### src/core/t8pwm_pkg.sv
// Package of constants and types for the 8-bit timer waveform unit.
package t8pwm_pkg;
    // Register byte addresses (all multiples of four).
    localparam logic [7:0] ADDR_CTRL_A = 8'h24;
    localparam logic [7:0] ADDR_CTRL_B = 8'h28;
    localparam logic [7:0] ADDR_CMP_A = 8'h2C;
    localparam logic [7:0] ADDR_CMP_B = 8'h30;
    localparam logic [7:0] ADDR_COUNT = 8'h34;
    localparam logic [7:0] ADDR_STATUS = 8'h38;
    localparam logic [7:0] ADDR_PINCTL = 8'h3C;
    // Field positions.
    localparam int MODE_A_POS = 6;
    localparam int MODE_B_POS = 4;
    localparam int WAVE_MSB_POS = 3;
    localparam int PRESC_POS = 0;
    localparam logic [7:0] CTRL_A_MASK = 8'hF3;
    localparam logic [7:0] RESET_BYTE = 8'h00;
    localparam logic [7:0] CNT_BOTTOM = 8'h00;
    localparam logic [7:0] CNT_MAX = 8'hFF;
    localparam logic [9:0] PRESC_8 = 10'h007;
    localparam logic [9:0] PRESC_64 = 10'h03F;
    localparam logic [9:0] PRESC_256 = 10'h0FF;
    localparam logic [9:0] PRESC_1024 = 10'h3FF;
    // Compare output mode codes.
    localparam logic [1:0] COM_OFF = 2'h0;
    localparam logic [1:0] COM_TOG = 2'h1;
    localparam logic [1:0] COM_CLR = 2'h2;
    localparam logic [1:0] COM_SET = 2'h3;
    // Wave modes.
    typedef enum logic [2:0] {
        WM_NORMAL = 3'b000,
        WM_PC_FF = 3'b001,
        WM_CTC = 3'b010,
        WM_FAST_FF = 3'b011,
        WM_RSV4 = 3'b100,
        WM_PC_OCA = 3'b101,
        WM_RSV6 = 3'b110,
        WM_FAST_OCA = 3'b111
    } t8pwm_wmode_t;
    // Pin override group for one channel.
    typedef struct packed {
        logic level;
        logic enable;
    } t8pwm_pin_t;
endpackage : t8pwm_pkg

### src/core/t8pwm_wave_unit.sv
// Counter, compare and waveform logic of the 8-bit timer with a Wishbone slave.
module t8pwm_wave_unit (
    input wire logic core_clk,
    input wire logic sys_rst,
    input wire logic [31:0] wb_adr_i,
    input wire logic [31:0] wb_dat_i,
    output logic [31:0] wb_dat_o,
    input wire logic [3:0] wb_sel_i,
    input wire logic wb_we_i,
    input wire logic wb_cyc_i,
    input wire logic wb_stb_i,
    output logic wb_ack_o,
    output t8pwm_pkg::t8pwm_pin_t pinA,
    output t8pwm_pkg::t8pwm_pin_t pinB,
    output logic ovfIrq
);
    import t8pwm_pkg::*;

    logic [7:0] ctrlA_ff, ctrlB_ff, cmpBufA_ff, cmpBufB_ff, cmpA_ff, cmpB_ff, count_ff;
    logic [7:0] nxt_count;
    logic [1:0] pinCtl_ff;
    logic [2:0] status_ff;
    logic [9:0] presc_ff;
    logic down_ff, waveA_ff, waveB_ff, ackFlag_ff;
    logic [31:0] rdData_ff;
    t8pwm_pin_t pinA_ff, pinB_ff;
    logic irq_ff;

    // Mode decode from both control registers.
    wire logic [1:0] modeA = ctrlA_ff[MODE_A_POS +: 2];
    wire logic [1:0] modeB = ctrlA_ff[MODE_B_POS +: 2];
    wire t8pwm_wmode_t wmode = t8pwm_wmode_t'({ctrlB_ff[WAVE_MSB_POS], ctrlA_ff[1:0]});
    wire logic wmMsb = ctrlB_ff[WAVE_MSB_POS];
    wire logic isFast = (wmode == WM_FAST_FF) || (wmode == WM_FAST_OCA);
    wire logic isPc = (wmode == WM_PC_FF) || (wmode == WM_PC_OCA);
    wire logic isRsv = (wmode == WM_RSV4) || (wmode == WM_RSV6);
    wire logic [7:0] topVal = (wmode == WM_FAST_OCA || wmode == WM_PC_OCA
                               || wmode == WM_CTC) ? cmpA_ff : CNT_MAX;

    wire logic [2:0] clkSel = ctrlB_ff[PRESC_POS +: 3];
    wire logic [9:0] prescMask = (clkSel == 3'h2) ? PRESC_8 :
                                 (clkSel == 3'h3) ? PRESC_64 :
                                 (clkSel == 3'h4) ? PRESC_256 :
                                 (clkSel == 3'h5) ? PRESC_1024 : 10'h000;
    wire logic tick = (clkSel != 3'h0) && !isRsv && ((presc_ff & prescMask) == prescMask);

    wire logic atTop = (count_ff == topVal);
    wire logic atBottom = (count_ff == CNT_BOTTOM);
    wire logic matchA = (count_ff == cmpA_ff);
    wire logic matchB = (count_ff == cmpB_ff);

    always_comb begin
        nxt_count = count_ff + 8'h01;
        if (isPc) begin
            if (down_ff && !atBottom) nxt_count = count_ff - 8'h01;
            else if (atTop && !down_ff) nxt_count = count_ff - 8'h01;
        end else if ((isFast || wmode == WM_CTC) && atTop) begin
            nxt_count = CNT_BOTTOM;
        end
    end

    // Period edges: fast wraps at TOP, phase correct reverses at TOP and BOTTOM.
    wire logic wrapFast = isFast && atTop;
    wire logic turnTop = isPc && atTop && !down_ff;

    // Action on a channel, returns new level. Code 01 toggles; 1x sets to code bit 0, inverted when inv is set.
    function automatic logic chanAct(input logic cur, input logic [1:0] code, input logic inv);
        if (code == COM_TOG) return !cur;
        return code[0] ^ inv;
    endfunction

    // Legal-action decode for each channel; reserved codes leave the register alone.
    // toggle needs msb on A; never legal on B in PWM modes
    wire logic togOkA = !(isFast || isPc) || wmMsb;
    wire logic togOkB = !(isFast || isPc);
    wire logic actA = (modeA != COM_OFF) && (modeA != COM_TOG || togOkA);
    wire logic actB = (modeB != COM_OFF) && (modeB != COM_TOG || togOkB);

    // Next waveform level per channel (same structure, generic over A/B).
    function automatic logic nextWave(input logic cur, input logic [1:0] code, input logic act,
                                      input logic match, input logic [7:0] cmp);
        logic res;
        res = cur;
        if (act) begin
            if (isFast) begin
                if (code[1] && cmp == topVal) begin
                    // Non-inverting holds high, inverting holds low: the bottom action wins.
                    if (wrapFast) res = !code[0];
                end else if (code == COM_TOG) begin
                    if (match) res = !cur;
                end else if (match) begin
                    res = chanAct(cur, code, 1'b0);
                end else if (wrapFast) begin
                    res = !code[0];
                end
            end else if (isPc) begin
                if (code[1] && cmp == topVal) begin
                    if (turnTop) res = !code[0];
                end else if (code == COM_TOG) begin
                    if (match) res = !cur;
                end else if (match) begin
                    // A match at BOTTOM takes the up-count result, so compare zero stays flat.
                    res = chanAct(cur, code, down_ff && cmp != CNT_BOTTOM);
                end else if (turnTop && cmp > count_ff) begin
                    res = code[0];
                end
            end else if (match) begin
                res = chanAct(cur, code, 1'b0);
            end
        end
        return res;
    endfunction

    wire logic nxtWaveA = nextWave(waveA_ff, modeA, actA, matchA, cmpA_ff);
    wire logic nxtWaveB = nextWave(waveB_ff, modeB, actB, matchB, cmpB_ff);

    wire logic loadCmp = !(isFast || isPc) || (tick && (isFast ? wrapFast : turnTop));
    // bottom overflow in PC, TOP overflow in fast
    wire logic ovfEvt = tick && (isPc ? (down_ff && count_ff == 8'h01) :
                                 isFast ? atTop : (count_ff == CNT_MAX));

    // Bus decode; registers take byte lane 0 only.
    wire logic busReq = wb_cyc_i && wb_stb_i && !ackFlag_ff;
    wire logic wrLane = busReq && wb_we_i && wb_sel_i[0];
    wire logic [7:0] wadr = wb_adr_i[7:0];
    wire logic [7:0] wdat = wb_dat_i[7:0];
    wire logic [7:0] rdByte = (wadr == ADDR_CTRL_A) ? (ctrlA_ff & CTRL_A_MASK) :
                              (wadr == ADDR_CTRL_B) ? {4'h0, ctrlB_ff[3:0]} :
                              (wadr == ADDR_CMP_A) ? cmpBufA_ff :
                              (wadr == ADDR_CMP_B) ? cmpBufB_ff :
                              (wadr == ADDR_COUNT) ? count_ff :
                              (wadr == ADDR_STATUS) ? {5'h00, status_ff} :
                              (wadr == ADDR_PINCTL) ? {6'h00, pinCtl_ff} : 8'h00;
    wire logic clrStat = wrLane && wadr == ADDR_STATUS;

    // Bus slave: one wait state, ack for one cycle.
    always_ff @(posedge core_clk) begin
        if (sys_rst) begin
            ackFlag_ff <= 1'b0;
            rdData_ff <= 32'h0000_0000;
        end else begin
            ackFlag_ff <= busReq;
            rdData_ff <= {24'h000000, rdByte};
        end
    end

    always_ff @(posedge core_clk) begin
        if (sys_rst) begin
            ctrlA_ff <= RESET_BYTE;
            ctrlB_ff <= RESET_BYTE;
            cmpBufA_ff <= RESET_BYTE;
            cmpBufB_ff <= RESET_BYTE;
            pinCtl_ff <= 2'h0;
        end else if (wrLane) begin
            if (wadr == ADDR_CTRL_A) ctrlA_ff <= wdat & CTRL_A_MASK;
            if (wadr == ADDR_CTRL_B) ctrlB_ff <= {4'h0, wdat[3:0]};
            if (wadr == ADDR_CMP_A) cmpBufA_ff <= wdat;
            if (wadr == ADDR_CMP_B) cmpBufB_ff <= wdat;
            if (wadr == ADDR_PINCTL) pinCtl_ff <= wdat[1:0];
        end
    end

    always_ff @(posedge core_clk) begin
        if (sys_rst) begin
            cmpA_ff <= RESET_BYTE;
            cmpB_ff <= RESET_BYTE;
        end else if (loadCmp) begin
            cmpA_ff <= cmpBufA_ff;
            cmpB_ff <= cmpBufB_ff;
        end
    end

    // Prescaler free-runs; counter moves on ticks and bus writes, direction only on ticks and is held clear outside phase correct.
    always_ff @(posedge core_clk) begin
        if (sys_rst) begin
            presc_ff <= 10'h000;
            count_ff <= CNT_BOTTOM;
            down_ff <= 1'b0;
        end else begin
            presc_ff <= presc_ff + 10'h001;
            if (wrLane && wadr == ADDR_COUNT) count_ff <= wdat;
            else if (tick) count_ff <= nxt_count;
            if (!isPc || (tick && down_ff && atBottom)) down_ff <= 1'b0;
            else if (tick && atTop) down_ff <= 1'b1;
        end
    end

    always_ff @(posedge core_clk) begin
        if (sys_rst) begin
            waveA_ff <= 1'b0;
            waveB_ff <= 1'b0;
        end else if (tick) begin
            waveA_ff <= nxtWaveA;
            waveB_ff <= nxtWaveB;
        end
    end

    // Sticky flags: bit0 overflow, bit1 match A, bit2 match B; write one clears, set wins.
    wire logic [2:0] setStat = {tick && matchB, tick && matchA, ovfEvt};
    wire logic [2:0] nxt_status = (status_ff & ~(clrStat ? wdat[2:0] : 3'h0)) | setStat;
    always_ff @(posedge core_clk) begin
        if (sys_rst) status_ff <= 3'h0;
        else status_ff <= nxt_status;
    end

    always_ff @(posedge core_clk) begin
        if (sys_rst) begin
            pinA_ff <= '0;
            pinB_ff <= '0;
            irq_ff <= 1'b0;
        end else begin
            pinA_ff <= '{level: nxtWaveA & tick | waveA_ff & !tick,
                         enable: actA && pinCtl_ff[0]};
            pinB_ff <= '{level: nxtWaveB & tick | waveB_ff & !tick,
                         enable: actB && pinCtl_ff[1]};
            irq_ff <= nxt_status[0];
        end
    end

    assign wb_ack_o = ackFlag_ff;
    assign wb_dat_o = rdData_ff;
    assign pinA = pinA_ff;
    assign pinB = pinB_ff;
    assign ovfIrq = irq_ff;
endmodule // t8pwm_wave_unit

### config.mk
export PLATFORM = sky130hd
export DESIGN_NAME = t8pwm_wave_unit
export DESIGN_NICKNAME = d
export VERILOG_FILES = /design/src/core/t8pwm_pkg.sv /design/src/core/t8pwm_wave_unit.sv
export SDC_FILE = /design/constraint.sdc
export NUM_CORES = 1
export LEC_CHECK = 0
export BUFFER_PORTS_ARGS = -buffer_cell sky130_fd_sc_hd__buf_2
export CAP_MARGIN = 25
export CORE_MARGIN = 2
export CORE_UTILIZATION = 56
export DETAILED_ROUTE_END_ITERATION = 10
export PLACE_DENSITY = 0.81
export SKIP_LAST_GASP = 1
export SYNTH_ARGS = -nofsm -noshare
export SYNTH_HDL_FRONTEND = slang
export SYNTH_SLANG_ARGS = --single-unit
### constraint.sdc
create_clock -name core_clk -period 3.7 [get_ports core_clk]
set_clock_uncertainty 0.05 [all_clocks]
set_input_delay 0.925 -clock core_clk [delete_from_list [all_inputs] [get_ports core_clk]]
set_output_delay 0.925 -clock core_clk [all_outputs]
set_load 0.005 [all_outputs]
==> flow_summary.toml, run 1 <==
[routing]
wire_per_inst_um = 19.6
dr.pass1.iters = 9
drt_drc_violations_left = 0
wirelength_mm = 15.9
drt_iter0_drc = 615
ant_nets = 0
via_count = 5343
viasPerCell = 6.58

[grt]
grt-ovfl-total = 0
antenna_found_initial = 0
grt_use_total = 0.317
grt_pass1_vias = 4931
grt_max_degree = 76
grt_pass1_wl_mm = 25.3

[power]
power.density_nw_per_um2 = 301
p_leak_nw = 2.23
finalPower_w = 0.00169
peakVddDrop_mv = 0.290

[synth]
synth_area_per_cell_um2 = 7.81
ys_top_cells_by_area = "dfxtp_1, mux2i_1, a21oi_1"
synth_edf_count = 0
yosys_most_used_dff = "dfxtp_1"
ys_ff_latch = 81
syn_area_um2 = 5280
synth_cell_type_count = 72
synthCells = 676
synth_warnings = 0
yosysTopAreaCell = "dfxtp_1"
seq_area_frac_synth = 0.307
synth-async-reset-ratio = 0
synth_top_area_share = 0.307

[finish]
areaGrowthSynthToFinish_pct = 6.33
layout-drive-gt1-share = 0.114
regArea_um2 = 1620
final_area_um2 = 5620
fin_nets = 789
multi_input_area_um2 = 3270
antennaDiodeCount = 0
nFillCells = 809

[sta]
rsz0062_at_grt = "no"
period_needed_ns = 3.25
maxSlewViolCount = 0
setup_viol = 0
slew_headroom = 0.479
max_freq_mhz = 308
hold_ws_ns = 0.432
tightest_slew_ns = 0.781
tns_ns = 0
post-route-period-util = 0.878
finalHoldViolCount = 0

[clock_tree]
cts_sinks = 81
numCtsBuffers = 9
cts_hold_buf = 0
cts_tree = "done"
cts_resized = 0
clock_path_buffers = 2
clk_pin_slew_ns = 0.08
clk_latency_ns = 0.36
clockRootBuffer = "clkbuf_8"
cts_setup_buffers = 0
cts_htree_levels = 3

[setup_path]
critPathKind = "flip-flop to flip-flop"
cp_max_fo = 14
crit_arrival_ns = 3.41
critical_path_required_ns = 3.86
path_cells = "or3b_1 -> a2111oi_0 -> a311o_2 -> nand4_2 -> buf_4 -> mux2_2 -> o21ai_1 -> mux2i_1 -> a31oi_1"
start_kind = "flip-flop"
critPathMaxStageDelay_ns = 0.53
crit_buf_inv = 1
crit_path_end_kind = "flip-flop"
critical_path.top_delay_family = "compound AO/OA/AOI/OAI gates"
slowest_stage = "or3b_1"

[floorplanning]
start_util = 0.574
coreArea_um2 = 9200
core.rowCount = 35
die_h_um = 101
die_w_um = 101
io_pins = 111
die_area_um2 = 10200

[place]
port_buffers = 35
gp_congestion = 1.03
hpwlAfterDp_mm = 11.5
place_area_um2 = 5410

[status]
outcome = "finished clean"

[min_path]
hp-class = "flip-flop to flip-flop"

[job]
cap_violations = 0
-- area by class of cell --
type / count / share of cell area
Sequential cell: 81 / 0.289
Tap cell: 111 / 0.0247
Timing Repair Buffer: 52 / 0.0539
Clock buffer: 11 / 0.0252
Inverter: 21 / 0.0140
Clock inverter: 5 / 0.0111
Multi-Input combinational cell: 531 / 0.582
-- registers in the layout, indices dropped and copies added, names as in the netlist --
name and flops:
ctrlB_ff 4, cmpBufA_ff 8, cmpB_ff 8, wb_ack_o 1, presc_ff 10, count_ff 8, waveB_ff 1, cmpBufB_ff 8
wb_dat_o 8, pinB 2, ctrlA_ff 6, pinA 2, status_ff 3, cmpA_ff 8, waveA_ff 1, down_ff 1
pinCtl_ff 2
-- kinds of logic (layout without fill, tap and decap cells) --
family / Yosys count / after routing / share of synthesized area
multiplexers: 40 / 40 / 0.0784
XOR/XNOR: 14 / 14 / 0.0232
buffers and inverters: 87 / 89 / 0.0903
flip-flops: 81 / 81 / 0.307
AO/OA/AOI/OAI: 166 / 166 / 0.205
AND/OR/NAND/NOR: 267 / 267 / 0.248
other: 1 / 24 / 0.000710
adder cells (fa/ha/maj): 20 / 20 / 0.0474
-- cell usage in the layout, fill, tap and decap left out, types with 6 or more instances in the layout --
cell type / instances
dfxtp_1: 81
nor2_1: 77
a21oi_1: 61
nand2_1: 61
mux2i_1: 38
buf_2: 35
nor3_1: 31
nand3_1: 29
o21ai_0: 26
conb_1: 24
inv_1: 20
ha_1: 20
buf_4: 17
nand4_1: 11
a22oi_1: 10
clkbuf_8: 10
nor2b_1: 8
xnor2_1: 7
a31oi_1: 7
xor2_1: 7
nand2b_1: 7
and3_1: 6
a221oi_1: 6
-- metal layers --
layer,GRT usage,up-vias,wire [um]
met1,0.413,2462,6270
met5,0,-,0
li1,-,2445,-
met3,0.0589,65,1690
met4,0.165,0,743
met2,0.502,371,7220
-- cell usage after synthesis, drive strengths merged (8+ instances only) --
| master | number |
|---|---|
| ha | 20 |
| clkbuf | 27 |
| mux2i | 38 |
| dfxtp | 81 |
| inv | 20 |
| buf | 39 |
| nor3 | 31 |
| nor2b | 8 |
| nand2 | 61 |
| o21ai | 28 |
| nor2 | 78 |
| nand4 | 12 |
| a21oi | 62 |
| a22oi | 10 |
| nand3 | 29 |
-- power by group --
group	internal (W)	leakage, nW	switching, W
Sequential	0.000876	0.653	0.0000104
Clock	0.000336	0.0966	0.000344
Combinational	0.0000407	1.48	0.0000856
-- metrics by stage --
step                 util  setup WS (ns)  cells
finish              0.611          0.453    812
global route        0.611          0.241    812
CTS                 0.611          0.527    812
detailed placement  0.588          0.589    796
global placement    0.588          0.609    796
floorplan               -           1.00    699
-- worst reg2reg max path, cell delays in order, from the launching register on --
cell and delay (ns):
dfxtp_1 0.40, or3b_1 0.53, a2111oi_0 0.50, a311o_2 0.21, nand4_2 0.30, buf_4 0.33, mux2_2 0.31, o21ai_1 0.18
mux2i_1 0.20, a31oi_1 0.08
-- final timing paths --
check | start | end | slack [ns] | cells after the start
worst max-delay path | ctrlB_ff[3] | count_ff[7] | 0.45 | 9
worst min-delay path | status_ff[2] | status_ff[2] | 0.43 | 2
worst max register to register | ctrlB_ff[3] | count_ff[7] | 0.45 | 9
worst min register to register | status_ff[2] | status_ff[2] | 0.43 | 2
(Power assumes the default switching activity.)
==> run 2: changes to the inputs <==
==> constraint.sdc (replaced) <==
create_clock -name core_clk -period 3.19 [get_ports core_clk]
set_clock_uncertainty 0.05 [all_clocks]
set_input_delay 0.7975 -clock core_clk [delete_from_list [all_inputs] [get_ports core_clk]]
set_output_delay 0.7975 -clock core_clk [all_outputs]
set_load 0.005 [all_outputs]
==> run 2 against run 1 <==
  * Final area increased by 0.58%
  * First-iteration DRC count increased by 4.9%
  * Highest routed layer unchanged
  * Final cell count rose by 0.74%
  * Fmax increased by 10%
  * Wire length shrank 0.35%
  * Count of clock-buffer cells in the layout shrank 1
==> flow_summary.toml, run 2 (synthesized netlist as in run 1, its figures left out) <==
[status]
outcome = "finished clean"

[min_path]
holdPathStages = 2
hp-class = "flip-flop to flip-flop"
min-delay-start = "cmpBufA_ff[4]"

[grt]
grt_pass1_vias = 4755
grt_max_degree = 76
grt_use_total = 0.312
grt_pass1_wl_mm = 24.8
antenna_found_initial = 0
grt-ovfl-total = 0

[setup_path]
cp_max_fo = 9
reg2regPathDepth = 9
critPathMaxStageDelay_ns = 0.50
cp-startpoint = "ctrlA_ff[1]"
slowest_stage = "or3b_1"
start_kind = "flip-flop"
critPathKind = "flip-flop to flip-flop"
crit_path_end_kind = "flip-flop"
crit_arrival_ns = 3.19
path_cells = "or3b_1 -> a2111oi_1 -> a311o_2 -> nand4_2 -> buf_4 -> nor3_1 -> a21oi_1 -> a211oi_1 -> o41a_1"
critical_path_required_ns = 3.44
reg2reg_from = "ctrlA_ff[1]"

[routing]
drt_drc_violations_left = 0
drt_iter0_drc = 645
ant_nets = 0
via_count = 5341
wl_met1_mm = 6.48
viasPerCell = 6.53
wire_per_inst_um = 19.4
met2_length_mm = 7.09
dr.pass1.iters = 5
top_layer = "met4"
wirelength_mm = 15.9
route.met3.wl_mm = 1.54

[finish]
areaGrowthSynthToFinish_pct = 6.94
top_register = "presc_ff"
fin_nets = 795
layout-drive-gt1-share = 0.122
antennaDiodeCount = 0
largest_reg_flops = 10
final_cell_mix = "dfxtp_1, nor2_1, a21oi_1, nand2_1, mux2i_1"
mostFrequentLayoutCell = "dfxtp_1"
final_area_um2 = 5650

[sta]
period_needed_ns = 2.94
tightest_slew_ns = 0.787
setup_viol = 0
setup_ws_ns = 0.246
max_freq_mhz = 340
tns_ns = 0
rsz0062_at_grt = "no"
post-route-period-util = 0.923
maxSlewViolCount = 0
slew_headroom = 0.475
finalHoldViolCount = 0

[clock_tree]
cts_setup_buffers = 0
numCtsBuffers = 9
clk_latency_ns = 0.36
cts_resized = 0
cts_hold_buf = 0
clock_path_buffers = 2
clockRootBuffer = "clkbuf_8"
clk_pin_slew_ns = 0.10
cts_htree_levels = 3
cts_sinks = 81
cts_tree = "done"

[floorplanning]
die_w_um = 101
coreArea_um2 = 9200
io_pins = 111
start_util = 0.574
die_h_um = 101
core.rowCount = 35
die_area_um2 = 10200

[power]
switching_share = 0.285
finalPower_w = 0.00190
p_leak_nw = 2.26
comb_power_share = 0.081
clkPwrFrac = 0.380
power.density_nw_per_um2 = 337
peakVddDrop_mv = 0.281
p_seq_frac = 0.539
p_switching_w = 0.000542
p_int_w = 0.00136

[place]
place_ws_ns = 0.301
place_area_um2 = 5470
gp_congestion = 0.981
hpwlAfterDp_mm = 11.6
port_buffers = 35

[job]
cap_violations = 0
-- run 2: cell types whose count changed in the layout (fill, tap and decap cells not counted) --
cell	delta
clkinv_4	+1
a2111oi_1	+1
inv_6	+1
clkbuf_8	-1
buf_4	+5
bufinv_16	-1
buf_12	+1
a2111oi_0	-1
-- run 2: worst max-delay path, delay by kind of cell, from the launching register on --
kind	cells	cell delay [ns]
AND/OR/NAND/NOR	3	1.03
buffers and inverters	1	0.26
flip-flops	1	0.34
AO/OA/AOI/OAI	5	1.20
-- run 2: final timing paths --
check                                     end  slack, ns
worst min-delay path            cmpBufA_ff[4]       0.43
worst min register to register  cmpBufA_ff[4]       0.43
worst max register to register       waveA_ff       0.25
worst max-delay path                 waveA_ff       0.25
-- run 2: layout make-up --
cell class,count,area [um^2]
inverters,21,78.8
repair buffers,58,360
flip-flops and latches,81,1620
well taps,111,139
clock inverters,6,50.0
multi-input cells,531,3270
fillers,807,3550
clock buffers,10,128
-- run 2: routing by layer --
metal | vias to the layer above | GRT usage
met2 | 350 | 0.492
li1 | 2452 | -
met5 | - | 0
met3 | 60 | 0.0534
met4 | 0 | 0.129
met1 | 2479 | 0.425
-- run 2: power groups by stage --
stage                     registers, W  logic [W]  clock network [W]
after floorplan                0.00105   0.000114                  0
after global placement         0.00105   0.000144                  0
after detailed placement       0.00105   0.000147                  0
after CTS                      0.00102   0.000148           0.000721
after global routing           0.00103   0.000167           0.000762
final                          0.00102   0.000153           0.000723
-- run 2: metrics by stage --
| stage | cells | util | hold WS [ns] |
|---|---|---|---|
| 2_1_floorplan | 699 | - | 0.387 |
| 3_3_place_gp | 802 | 0.595 | 0.395 |
| 3_5_place_dp | 802 | 0.595 | 0.410 |
| 4_1_cts | 818 | 0.614 | 0.425 |
| 5_1_grt | 818 | 0.614 | 0.430 |
| 6_report | 818 | 0.614 | 0.429 |
